===== src/hdl/fps_pkg.sv =====
package fps_pkg;

  // rounding mode codes on {hi,lo}
  localparam logic [1:0] RM_NEAR = 2'h0;
  localparam logic [1:0] RM_ZERO = 2'h1;
  localparam logic [1:0] RM_POS  = 2'h2;
  localparam logic [1:0] RM_NEG  = 2'h3;

  // chain status source codes
  localparam logic [1:0] CSS_ALU  = 2'h0;
  localparam logic [1:0] CSS_MUL  = 2'h1;
  localparam logic [1:0] CSS_BOTH = 2'h2;

  // exception vector layout, also the mask layout
  localparam int EXC_W   = 5;
  localparam int EXC_INV = 0;
  localparam int EXC_DIV = 1;
  localparam int EXC_OVF = 2;
  localparam int EXC_UNF = 3;
  localparam int EXC_INX = 4;

  // raw core flag layout
  localparam int RAW_W   = 4;
  localparam int RAW_INV = 0;
  localparam int RAW_DIV = 1;
  localparam int RAW_OVF = 2;
  localparam int RAW_TNY = 3;

  localparam logic [EXC_W-1:0] MASK_RST = 5'h00;
  localparam logic [1:0]       SYNC_RST = 2'h0;

  // pipeline stage one contents
  typedef struct packed {
    logic [63:0]      a;
    logic [63:0]      b;
    logic [63:0]      alu_res;
    logic [63:0]      mul_res;
    logic [2:0]       alu_grs;
    logic [2:0]       mul_grs;
    logic [RAW_W-1:0] alu_raw;
    logic [RAW_W-1:0] mul_raw;
    logic [1:0]       rmode;
    logic [1:0]       css;
    logic             alu_sub;
    logic             mul_wrap;
    logic             mul_a_spec;
    logic             mul_b_spec;
    logic             mul_den;
    logic             mul_nan;
    logic             flush;
    logic             compare;
    logic             chain;
    logic             bit6;
    logic             op_mul;
    logic             half_hi;
    logic             single;
  } fps_s1_s;

  // status register contents
  typedef struct packed {
    logic [EXC_W-1:0] exc;
    logic             incr;
    logic             eq;
    logic             gt;
    logic             nan_compare_flag;
    logic             chain_exception_source;
    logic             den_in;
    logic             subn;
    logic             result_unbounded_flag;
    logic             neg;
    logic             origin_mul;
    logic             a_spec;
    logic             b_spec;
    logic             src_mul;
    logic             half_hi;
    logic             single;
  } fps_st_s;

  function automatic logic fps_nan(input logic [63:0] x);
    return (&x[62:52]) && (|x[51:0]);
  endfunction

  function automatic logic fps_sub(input logic [63:0] x);
    return (~|x[62:52]) && (|x[51:0]);
  endfunction

  function automatic logic fps_gt(input logic [63:0] a, input logic [63:0] b);
    if (a[63] != b[63])
      return !a[63] && (|{a[62:0], b[62:0]});
    else if (!a[63])
      return a[62:0] > b[62:0];
    else
      return a[62:0] < b[62:0];
  endfunction

endpackage


===== src/hdl/fps_stage_if.sv =====
`timescale 1ns/1ps
interface fps_stage_if #(parameter int W = 1);
  logic [W-1:0] d;
  logic [W-1:0] q;
  logic         flow;
  logic         hold;
  modport stage (input d, input flow, input hold, output q);
  modport ctrl  (output d, output flow, output hold, input q);
endinterface


===== src/hdl/fps_pipe_stage.sv =====
`timescale 1ns/1ps
module fps_pipe_stage
  import fps_pkg::*;
#(
  parameter int W     = 1,
  parameter bit CLEAR = 1'b1
)(
  input  wire logic   clk_i,
  input  wire logic   rst_n_i,
  fps_stage_if.stage  s
);
  typedef struct packed {
    logic [W-1:0] r;
  } fps_stg_s;

  fps_stg_s st;
  fps_stg_s next_st;

  if (W < 1) $error("stage width must be positive");

  // flowthrough bypasses the register, which still loads d unless held
  assign s.q = s.flow ? s.d : st.r;

  // hold keeps contents during a stall
  always_comb
  begin
    next_st = st;
    if (!s.hold)
      next_st.r = s.d;
  end

  // data-only stages keep contents across reset
  if (CLEAR)
  begin : g_clr
    always_ff @(posedge clk_i or negedge rst_n_i)
    begin
      if (!rst_n_i)
        st <= '0;
      else
        st <= next_st;
    end
  end
  else
  begin : g_keep
    always_ff @(posedge clk_i)
    begin
      st <= next_st;
    end
  end
endmodule


===== src/hdl/fps_round.sv =====
`timescale 1ns/1ps
module fps_round
  import fps_pkg::*;
(
  input  wire logic [1:0] mode_i,
  input  wire logic       sign_i,
  input  wire logic       lsb_i,
  input  wire logic [2:0] grs_i,
  output logic            incr_o,
  output logic            inexact_o
);
  // grs_i is guard, round, sticky from msb down
  always_comb
  begin
    inexact_o = |grs_i;
    case (mode_i) // RL5
      RM_NEAR: incr_o = grs_i[2] && (|grs_i[1:0] || lsb_i);
      RM_ZERO: incr_o = 1'b0;
      RM_POS:  incr_o = !sign_i && inexact_o;
      RM_NEG:  incr_o = sign_i && inexact_o;
      default: incr_o = 1'b0;
    endcase
  end
endmodule


===== src/hdl/fps_status_top.sv =====
`timescale 1ns/1ps
// Contract
// RL1: pipe enable low registers ALU/multiplier pipeline; high makes it flowthrough.
// RL2: result enable low registers status, P and S; high makes them flowthrough.
// RL3: reset clears internal state, status and exception mask, dropping pipeline data.
// RL4: reset leaves C, P and S data registers unchanged.
// RL5: two rounding bits pick one of four IEEE rounding modes.
// RL6: round-increment flag high when rounding grew the mantissa magnitude.
// RL7: controller drives the eight-bit operand source select.
// RL8: chain status select picks which unit reports status during chaining.
// RL9: half select low gives low 32 bits on Y, high gives upper; code gives low 32 bits in single precision either way.
// RL10: C loads from ALU when select low, multiplier when high.
// RL11: equal flag: A equals B on compare, else Y result zero.
// RL12: greater flag high when operand A exceeds operand B.
// RL13: chain exception names source: bit6 low multiplier, high ALU.
// RL14: multiplier subnormal input raises flag; port flags show A or B.
// RL15: subnormal output flag for ALU subnormal or multiplier wrapped result.
// RL16: sudden underflow with subnormal output forces result to zero.
// RL17: divide-by-zero flag on any attempted division by zero.
// RL18: any-exception flag is OR of exceptions enabled by the mask.
// RL19: invalid flag on invalid operation or NaN at either unit input.
// RL20: overflow flag when result exceeds format maximum.
// RL21: underflow flag when result is inexact and below format minimum.
// RL22: unordered flag when either compared input is NaN.
// RL23: sudden underflow forces subnormal inputs and outputs to zero.
// RL24: stall low freezes pipeline and status; C follows its own enable.
// RL25: status pins driven only while status enable low, else released.
module fps_status_top
  import fps_pkg::*;
(
  input  wire logic              clk_i,
  input  wire logic              resetn_i,
  input  wire logic              alu_mul_pipe_enable_n_i,
  input  wire logic              result_stage_pipe_enable_n_i,
  input  wire logic              stall_n_i,
  input  wire logic              sudden_underflow_i,
  input  wire logic              round_mode_bit_lo_i,
  input  wire logic              round_mode_bit_hi_i,
  input  wire logic [1:0]        chain_status_select_i,
  input  wire logic              result_half_select_i,
  input  wire logic              c_reg_source_select_i,
  input  wire logic              c_write_enable_n_i,
  input  wire logic              status_output_enable_n_i,
  input  wire logic              instruction_bit6_i,
  input  wire logic              chain_mode_i,
  input  wire logic              compare_op_i,
  input  wire logic              mul_op_i,
  input  wire logic              single_prec_i,
  input  wire logic              mask_write_i,
  input  wire logic [EXC_W-1:0]  mask_data_i,
  input  wire logic [63:0]       op_a_i,
  input  wire logic [63:0]       op_b_i,
  input  wire logic [63:0]       mul_a_i,
  input  wire logic [63:0]       mul_b_i,
  input  wire logic [63:0]       alu_result_i,
  input  wire logic [63:0]       mul_result_i,
  input  wire logic [2:0]        alu_grs_i,
  input  wire logic [2:0]        mul_grs_i,
  input  wire logic [RAW_W-1:0]  alu_raw_i,
  input  wire logic [RAW_W-1:0]  mul_raw_i,
  input  wire logic              alu_subnormal_i,
  input  wire logic              mul_wrapped_i,
  output logic [31:0]            y_o,
  output logic [63:0]            c_reg_o,
  output logic                   status_oe_n_o,
  output logic                   round_increment_flag_o,
  output logic                   operands_equal_flag_o,
  output logic                   a_greater_flag_o,
  output logic                   chain_exception_source_o,
  output logic                   multiplier_subnormal_input_flag_o,
  output logic                   subnormal_output_flag_o,
  output logic                   divide_by_zero_flag_o,
  output logic                   any_exception_flag_o,
  output logic                   imprecise_result_flag_o,
  output logic                   result_unbounded_flag_o,
  output logic                   invalid_operation_flag_o,
  output logic                   result_sign_flag_o,
  output logic                   exception_origin_flag_o,
  output logic                   b_port_special_input_flag_o,
  output logic                   a_port_special_input_flag_o,
  output logic                   overflow_flag_o,
  output logic                   underflow_flag_o,
  output logic                   nan_compare_flag_o
);
  typedef struct packed {
    logic [EXC_W-1:0] mask;
    logic [63:0]      c;
    logic [31:0]      y;
    fps_st_s          fl;
    logic             ed;
    logic             oe_n;
  } fps_top_s;

  fps_top_s           st;
  fps_top_s           next_st;
  logic [1:0]         rsync;
  logic               rst_n;
  fps_s1_s            s1;
  fps_s1_s            s1_d;
  fps_st_s            s2;
  fps_st_s            s2_d;
  logic [127:0]       ps_d;
  logic [63:0]        p_q;
  logic [63:0]        s_q;
  logic [63:0]        r_q;
  logic [63:0]        alu_rnd;
  logic [63:0]        mul_rnd;
  logic [63:0]        r;
  logic               alu_incr;
  logic               mul_incr;
  logic               alu_inx;
  logic               mul_inx;
  logic               src_mul;
  logic               both;
  logic [EXC_W-1:0]   exc_alu;
  logic [EXC_W-1:0]   exc_mul;
  logic [EXC_W-1:0]   s2_exc;

  fps_stage_if #(.W($bits(fps_s1_s))) s1_if ();
  fps_stage_if #(.W($bits(fps_st_s))) st_if ();
  fps_stage_if #(.W(128))             ps_if ();

  // reset release through two flops; assertion stays asynchronous
  always_ff @(posedge clk_i or negedge resetn_i)
  begin
    if (!resetn_i)
      rsync <= SYNC_RST;
    else
      rsync <= {rsync[0], 1'b1};
  end
  assign rst_n = rsync[1];

  // stage one input: operand flush and unit flags
  always_comb
  begin
    s1_d            = '0;
    s1_d.flush      = sudden_underflow_i;
    s1_d.a          = (sudden_underflow_i && fps_sub(op_a_i)) // RL23
                      ? {op_a_i[63], 63'h0} : op_a_i;
    s1_d.b          = (sudden_underflow_i && fps_sub(op_b_i)) // RL23
                      ? {op_b_i[63], 63'h0} : op_b_i;
    s1_d.alu_res    = alu_result_i;
    s1_d.mul_res    = mul_result_i;
    s1_d.alu_grs    = alu_grs_i;
    s1_d.mul_grs    = mul_grs_i;
    s1_d.alu_raw    = alu_raw_i;
    s1_d.mul_raw    = mul_raw_i;
    s1_d.rmode      = {round_mode_bit_hi_i, round_mode_bit_lo_i};
    s1_d.css        = chain_status_select_i;
    s1_d.alu_sub    = alu_subnormal_i;
    s1_d.mul_wrap   = mul_wrapped_i;
    s1_d.mul_a_spec = fps_sub(mul_a_i) || fps_nan(mul_a_i) || fps_nan(op_a_i); // RL14
    s1_d.mul_b_spec = fps_sub(mul_b_i) || fps_nan(mul_b_i) || fps_nan(op_b_i); // RL14
    s1_d.mul_den    = fps_sub(mul_a_i) || fps_sub(mul_b_i); // RL14
    s1_d.mul_nan    = fps_nan(mul_a_i) || fps_nan(mul_b_i);
    s1_d.compare    = compare_op_i;
    s1_d.chain      = chain_mode_i;
    s1_d.bit6       = instruction_bit6_i;
    s1_d.op_mul     = mul_op_i;
    s1_d.half_hi    = result_half_select_i;
    s1_d.single     = single_prec_i;
  end
  assign s1_if.d = s1_d;

  // stall freezes all three stages; reset drops stage one and the status stage
  assign s1_if.flow = alu_mul_pipe_enable_n_i; // RL1
  assign s1_if.hold = !stall_n_i; // RL24
  assign st_if.flow = result_stage_pipe_enable_n_i; // RL2
  assign st_if.hold = !stall_n_i; // RL24
  assign ps_if.flow = result_stage_pipe_enable_n_i; // RL2
  assign ps_if.hold = !stall_n_i; // RL24
  assign s1 = s1_if.q;
  assign s2 = st_if.q;
  assign s2_exc = s2.exc;
  assign {p_q, s_q} = ps_if.q;

  fps_pipe_stage #(.W($bits(fps_s1_s)), .CLEAR(1'b1)) u_s1 (
    .clk_i   (clk_i),
    .rst_n_i (rst_n),
    .s       (s1_if.stage)
  );

  fps_pipe_stage #(.W($bits(fps_st_s)), .CLEAR(1'b1)) u_st (
    .clk_i   (clk_i),
    .rst_n_i (rst_n),
    .s       (st_if.stage)
  );

  // product and sum survive reset, unlike status
  fps_pipe_stage #(.W(128), .CLEAR(1'b0)) u_ps ( // RL4
    .clk_i   (clk_i),
    .rst_n_i (rst_n),
    .s       (ps_if.stage)
  );

  fps_round u_alu_rnd (
    .mode_i    (s1.rmode),
    .sign_i    (s1.alu_res[63]),
    .lsb_i     (s1.alu_res[0]),
    .grs_i     (s1.alu_grs),
    .incr_o    (alu_incr),
    .inexact_o (alu_inx)
  );

  fps_round u_mul_rnd (
    .mode_i    (s1.rmode),
    .sign_i    (s1.mul_res[63]),
    .lsb_i     (s1.mul_res[0]),
    .grs_i     (s1.mul_grs),
    .incr_o    (mul_incr),
    .inexact_o (mul_inx)
  );

  // rounding carry may ripple into the exponent, as IEEE intends
  always_comb
  begin
    alu_rnd = s1.alu_res + {63'h0, alu_incr}; // RL6
    mul_rnd = s1.mul_res + {63'h0, mul_incr}; // RL6
    if (s1.flush && s1.alu_sub)
      alu_rnd = {s1.alu_res[63], 63'h0}; // RL16
    if (s1.flush && s1.mul_wrap)
      mul_rnd = {s1.mul_res[63], 63'h0}; // RL16
  end
  assign ps_d = {mul_rnd, alu_rnd};
  assign ps_if.d = ps_d;

  // status source and per-unit exception vectors
  always_comb
  begin
    both    = s1.chain && (s1.css == CSS_BOTH); // RL8
    src_mul = s1.chain ? (s1.css == CSS_MUL) : s1.op_mul; // RL8
    r       = src_mul ? mul_rnd : alu_rnd;
    exc_alu = '0;
    exc_alu[EXC_INV] = s1.alu_raw[RAW_INV] || fps_nan(s1.a) || fps_nan(s1.b); // RL19
    exc_alu[EXC_DIV] = s1.alu_raw[RAW_DIV]; // RL17
    exc_alu[EXC_OVF] = s1.alu_raw[RAW_OVF]; // RL20
    exc_alu[EXC_UNF] = s1.alu_raw[RAW_TNY] && alu_inx; // RL21
    exc_alu[EXC_INX] = alu_inx;
    exc_mul = '0;
    exc_mul[EXC_INV] = s1.mul_raw[RAW_INV] || s1.mul_nan; // RL19
    exc_mul[EXC_DIV] = s1.mul_raw[RAW_DIV]; // RL17
    exc_mul[EXC_OVF] = s1.mul_raw[RAW_OVF]; // RL20
    exc_mul[EXC_UNF] = s1.mul_raw[RAW_TNY] && mul_inx; // RL21
    exc_mul[EXC_INX] = mul_inx;
  end

  // status register input
  always_comb
  begin
    s2_d            = '0;
    s2_d.src_mul    = src_mul;
    s2_d.exc        = both ? (exc_alu | exc_mul) : (src_mul ? exc_mul : exc_alu); // RL8
    s2_d.incr       = src_mul ? mul_incr : alu_incr; // RL6
    s2_d.eq         = s1.compare // RL11
                      ? (!fps_nan(s1.a) && !fps_nan(s1.b)
                         && ((s1.a == s1.b) || (~|{s1.a[62:0], s1.b[62:0]})))
                      : (~|r[62:0]);
    s2_d.gt         = s1.compare && !fps_nan(s1.a) && !fps_nan(s1.b)
                      && fps_gt(s1.a, s1.b); // RL12
    s2_d.nan_compare_flag      = s1.compare && (fps_nan(s1.a) || fps_nan(s1.b)); // RL22
    s2_d.chain_exception_source       = s1.chain && (s1.bit6 ? (|exc_alu) : (|exc_mul)); // RL13
    s2_d.den_in     = s1.mul_den; // RL14
    s2_d.a_spec     = s1.mul_a_spec; // RL14
    s2_d.b_spec     = s1.mul_b_spec; // RL14
    s2_d.subn       = both ? (s1.alu_sub || s1.mul_wrap)
                      : (src_mul ? s1.mul_wrap : s1.alu_sub); // RL15
    s2_d.result_unbounded_flag        = (&r[62:52]) && (~|r[51:0]);
    s2_d.neg        = r[63];
    s2_d.origin_mul = (|s2_d.exc) && (s1.chain ? !s1.bit6 : src_mul);
    s2_d.half_hi    = s1.half_hi;
    s2_d.single     = s1.single;
  end
  assign st_if.d = s2_d;

  assign r_q = s2.src_mul ? p_q : s_q;

  // output flops, mask and C register
  always_comb
  begin
    next_st      = st;
    next_st.fl   = s2;
    next_st.ed   = |(s2.exc & ~st.mask); // RL18
    next_st.oe_n = status_output_enable_n_i; // RL25
    next_st.y    = (s2.half_hi && !s2.single) ? r_q[63:32] : r_q[31:0]; // RL9
    if (mask_write_i && stall_n_i)
      next_st.mask = mask_data_i;
    if (!c_write_enable_n_i)
      next_st.c = c_reg_source_select_i ? p_q : s_q; // RL10
  end

  // C keeps its contents through reset on purpose
  always_ff @(posedge clk_i or negedge rst_n)
  begin
    if (!rst_n)
    begin
      st.mask <= MASK_RST; // RL3
      st.y    <= '0;
      st.fl   <= '0; // RL3
      st.ed   <= 1'b0;
      st.oe_n <= 1'b1;
    end
    else
    begin
      st <= next_st; // RL4
    end
  end

  assign y_o                               = st.y;
  assign c_reg_o                           = st.c;
  assign status_oe_n_o                     = st.oe_n;
  assign round_increment_flag_o            = st.fl.incr;
  assign operands_equal_flag_o             = st.fl.eq;
  assign a_greater_flag_o                  = st.fl.gt;
  assign chain_exception_source_o          = st.fl.chain_exception_source;
  assign multiplier_subnormal_input_flag_o = st.fl.den_in;
  assign subnormal_output_flag_o           = st.fl.subn;
  assign divide_by_zero_flag_o             = st.fl.exc[EXC_DIV];
  assign any_exception_flag_o              = st.ed;
  assign imprecise_result_flag_o           = st.fl.exc[EXC_INX];
  assign result_unbounded_flag_o           = st.fl.result_unbounded_flag;
  assign invalid_operation_flag_o          = st.fl.exc[EXC_INV];
  assign result_sign_flag_o                = st.fl.neg;
  assign exception_origin_flag_o           = st.fl.origin_mul;
  assign b_port_special_input_flag_o       = st.fl.b_spec;
  assign a_port_special_input_flag_o       = st.fl.a_spec;
  assign overflow_flag_o                   = st.fl.exc[EXC_OVF];
  assign underflow_flag_o                  = st.fl.exc[EXC_UNF];
  assign nan_compare_flag_o                = st.fl.nan_compare_flag;
endmodule


===== config.mk =====
export PLATFORM = sky130hd
export DESIGN_NAME = fps_status_top
export DESIGN_NICKNAME = d
export VERILOG_FILES = /design/src/hdl/fps_pkg.sv /design/src/hdl/fps_stage_if.sv /design/src/hdl/fps_pipe_stage.sv /design/src/hdl/fps_round.sv /design/src/hdl/fps_status_top.sv
export SDC_FILE = /design/constraint.sdc
export NUM_CORES = 1
export LEC_CHECK = 0
export BUFFER_PORTS_ARGS = -buffer_cell sky130_fd_sc_hd__buf_2
export CORE_ASPECT_RATIO = 2
export CORE_MARGIN = 4
export CORE_UTILIZATION = 45
export CTS_BUF_LIST = sky130_fd_sc_hd__clkbuf_4
export CTS_CLUSTER_DIAMETER = 50
export DETAILED_ROUTE_END_ITERATION = 10
export PLACE_DENSITY = 0.68
export SETUP_SLACK_MARGIN = 0.15
export SYNTH_ARGS = -nofsm -noshare
export SYNTH_HDL_FRONTEND = slang
export SYNTH_HIERARCHICAL = 1
export SYNTH_SLANG_ARGS = --single-unit
export TNS_END_PERCENT = 100

===== constraint.sdc =====
create_clock -name clk_i -period 24.5 [get_ports clk_i]
set_input_delay 3.675 -clock clk_i [delete_from_list [all_inputs] [get_ports clk_i]]
set_output_delay 3.675 -clock clk_i [all_outputs]
set_load 0.1 [all_outputs]

After elaboration in Yosys (flattened, before gate mapping). Index checks and enable logic that the tools add are counted.

Magnitude comparators: 2. Add/sub/neg operators: 2. Reductions and logical operators: 93. Bitwise logic cells: 4. Equality and inequality tests: 7. Muxes and demuxes: 24.

Operator list (number): $reduce_or A52 Y1 (7); $mux W64 (5); $mux W287 (1); $add A64 B1 Y64 (2); $mux W128 (1); $mux W63 (2); $reduce_or A126 Y1 (1); $reduce_and A11 Y1 (7); $eq A64 B64 Y1 (1); $gt A63 B63 Y1 (1); $lt A63 B63 Y1 (1); $reduce_or A63 Y1 (1); $reduce_or A11 Y1 (4); $logic_and A1 B1 Y1 (35); $mux W32 (1); $mux W20 (1); $logic_not A1 Y1 (14); $logic_or A1 B1 Y1 (14); $reduce_or A7 Y1 (2); $mux W5 (2); $reduce_or A5 Y1 (2); $mux W1 (9); $pmux W1 S4 (2); $eq A2 B2 Y1 const B (3); other kinds (10) (13).

Flip-flop bits (word level): 557. Logic and storage cells: 154.

Longest topological paths before layout.
Depth after elaboration: 20. Mapped depth: 20. Gate-level depth less buffers: 18.

Modules after synthesis. The synthesis kept the hierarchy.

By module, submodules not included: fps_pipe_stage (u_s1) (cells each 925, area each 16030.4 um^2, seq. area each 7181.9 um^2, times used 1); fps_status_top (cells each 1654, area each 13763.2 um^2, seq. area each 3374.5 um^2, times used 1); fps_pipe_stage (u_ps) (cells each 271, area each 5466.5 um^2, seq. area each 3843.7 um^2, times used 1); fps_pipe_stage (u_st) (cells each 64, area each 1146.1 um^2, seq. area each 500.5 um^2, times used 1); fps_round (cells each 7, area each 40.0 um^2, seq. area each 0.0 um^2, times used 2).

Worst setup path after synthesis. OpenSTA, ideal clock, no wires.

Kind: reg-to-reg. From: reg rsync[1]. To: reg st, in the netlist c_reg_o[0], enable pin. Arrival: 11.274 ns. Stages on the path, launching flop included: 2. Period minus slack after synthesis: 11.769 ns. Setup slack: 12.731 ns. Data required time: 24.005 ns. Cell sequence: dfrtp_1 -> nor2b_1.

Word-level cells in the longest chain between the ends: 1.

Ends and longest elaborated chain: from (decl) (line fps_status_top.sv:96) `logic [1:0] rsync;`; from (signal assigned) (line fps_status_top.sv:129) `rsync <= {rsync[0], 1'b1};`; $reduce_and A2 Y1 (no source line); to (signal assigned) (line fps_status_top.sv:304) `st <= next_st;`; to (decl) (line fps_status_top.sv:94) `fps_top_s st;`.

Every way passes these cells. A chain may end at the register's enable or synchronous reset.

==> results.json <==
{
  "run_status": "completed",
  "crit_fanout": 55,
  "synth_warnings": 6,
  "reg2reg_slack_ns": 17.64,
  "ys_seq_area_frac": 0.4084,
  "synth_edf_count": 192,
  "period_minus_slack_ns": 9.650,
  "multi_input_area_um2": 19370,
  "dpl-instance-area_um2": 38930,
  "ir_drop_mv": 0.06914,
  "hpwl_um": 93770,
  "drive_above_1_share": 0.4803,
  "synthArstFlopShare": 0.6553,
  "critPathLaunchType": "input pin",
  "dieArea_um2": 85980,
  "synth.most_common_cell": "mux2_4",
  "syn_area_um2": 36490,
  "finClkSkew_ns": 0.06583,
  "seq_area_um2": 14900,
  "numClockSinks": 557,
  "fin_setup_tns_ns": 0,
  "grt_max_degree": 99,
  "finalMaxSlewViolations": 0,
  "syn_to_final_growth_pct": 11.85,
  "numCtsBuffers": 142,
  "antenna_found_initial": 28,
  "critPathLaunch": "alu_mul_pipe_enable_n_i",
  "cts_setup_buffers": 0,
  "holdWs_ns": 0.2939,
  "syn_inst": 2928,
  "synth_common_cells": "mux2_4 (500), dfrtp_1 (364), mux2_2 (312), edfxtp_1 (192), nor2_1 (147)",
  "gp_congestion": 1.021,
  "final_nets": 3873,
  "setup_slack_ns": 14.85,
  "cts_hold_buf": 0,
  "root_buffer": "clkbuf_4",
  "fin_crit_sh": 0.3939,
  "placed_cells": 4280,
  "arrival_ns": 10.64,
  "synth_seq_cells": 557,
  "post-route-util": 0.5077,
  "fillCellCount": 7131,
  "tightest_slew_ns": 1.255,
  "ioPinCount": 540,
  "h-tree-depth": 4,
  "synth_nets": 3420,
  "p_leak_nw": 18.10,
  "ys_types": 79,
  "io_buffers": 537,
  "setup_viol": 0,
  "cap_violations": 0,
  "die_y_um": 410.7,
  "drc_errors": 0,
  "grt_pass1_wl_um": 178800,
  "synth_area_leaders": "dfrtp_1 (25%), mux2_4 (21%), edfxtp_1 (16%)",
  "cts_tree": "done",
  "path_class": "input pin to register",
  "yosys_most_used_dff": "dfrtp_1",
  "cts.reportedPaths.clkPinSlew_ns": 0.08,
  "p_total_mw": 2.875,
  "clk_latency_ns": 1.10,
  "core_area_um2": 80380,
  "netlist.area_leader.share": 0.2496,
  "fmax_mhz": 103.6,
  "grt_overflow": 0,
  "die_x_um": 209.3,
  "max_slew_margin": 0.1554,
  "hold_viol_final": 0,
  "routed_wl_um": 123500,
  "avgSynthCellArea_um2": 12.46,
  "rr_startpoint": "u_s1/st[16]$_DFFE_PN0N_",
  "cts.repair.resized": 0,
  "grt_pass1_vias": 27650,
  "rsz0062_at_grt": "false",
  "start_util": 0.4539,
  "drt-pass1-iter-count": 5,
  "vias": 26040,
  "rows": 147,
  "p_per_area_nw_per_um2": 70.45,
  "grt_usage": 0.2796,
  "required_ns": 25.49,
  "dp_slack_ns": 14.21,
  "cp-end-kind": "register",
  "synth_largest_area_cell": "dfrtp_1",
  "detail-route-antenna-nets": 0,
  "first_iter_violations": 1697,
  "hp-class": "register to async pin",
  "vias_per_cell": 5.724,
  "final_area_um2": 40810,
  "post_layout_nonfiller_instances": 4550,
  "cts.path.max_buffers": 3,
  "avgRoutedWirePerCell_um": 27.14
}
placed cells by master, fill, tap and decap left out, drive strengths merged, types with 37 or more instances in the layout:
cell type	n
buf	573
nand4	85
mux2	812
nand3	87
nand2	79
clkbuf	200
nor2b	111
edfxtp	192
dfrtp	364
xnor2	64
nor4	146
nor3	38
inv	95
nor2	147
ha	67
a21oi	48
xor2	37
final timing paths:
kind | end | cells after the start
min in group clk_i | rsync[1]$_DFF_PN0_ | 0
max reg2reg | u_st/st[7]$_DFFE_PN0N_ | 15
min reg2reg | u_s1/st[108]$_DFFE_PN0N_ | 0
max | u_st/st[7]$_DFFE_PN0N_ | 16
max in group asynchronous | u_s1/st[177]$_DFFE_PN0N_ | 3
min | u_s1/st[108]$_DFFE_PN0N_ | 0
layout make-up:
class                      count  share of cell area
antenna                       22            0.001349
sequential                   557              0.3652
multi-input combinational   2016              0.4746
clock buffer                 200             0.03679
clock inverter                48            0.007941
inverter                      91            0.008615
timing repair buffer         573             0.07349
tap                         1043             0.03198
per-layer routing:
metal / GRT usage / vias to the layer above / share of wire
met5: 0 / - / 0.00045
met4: 0.2081 / 8 / 0.090
met3: 0.06803 / 316 / 0.061
met2: 0.4747 / 997 / 0.49
met1: 0.2996 / 12950 / 0.36
li1: - / 11770 / -
cell families (layout without fill, tap and decap cells):
family                     count (synthesis)  after routing  synth area share
muxes                                    848            848            0.3229
and+or+nand+nor                          813            813            0.1245
DFF                                      557            557            0.4084
buffers and inverters                    355            912           0.06248
AOI/OAI and AO/OA                        186            186           0.03443
xor gates and xnor gates                 101            101           0.02424
adders and majority gates                 67             67           0.02298
other                                      1             23         0.0001028
registers in the layout, summed over array words and instances (netlist names), 2 cells and up:
name,count
u_s1/st,287
u_st/st,20
st,5
y_o,32
u_ps/st,128
c_reg_o,64
rsync,2
where the power goes:
part | internal [mW] | leakage, nW | switching [mW]
registers | 1.08 | 6.21 | 0.0451
logic | 0.329 | 10.8 | 0.578
clock network | 0.413 | 1.07 | 0.431
worst max-delay path, cell delays in order:
cell and delay [ns]:
buf_8 0.39, mux2_2 0.45, nand2_1 0.09, xnor2_1 0.06, nor3_1 0.59, ha_1 0.36, nand4_1 0.43, nor4_2 1.09
nand3_1 0.69, o31a_1 0.52, o31a_1 0.30, nor4_1 0.77, a31o_1 0.22, o21ai_1 0.16, nor4_1 0.56, mux2_4 0.25
No activity file was read; power rests on OpenSTA's default activity.
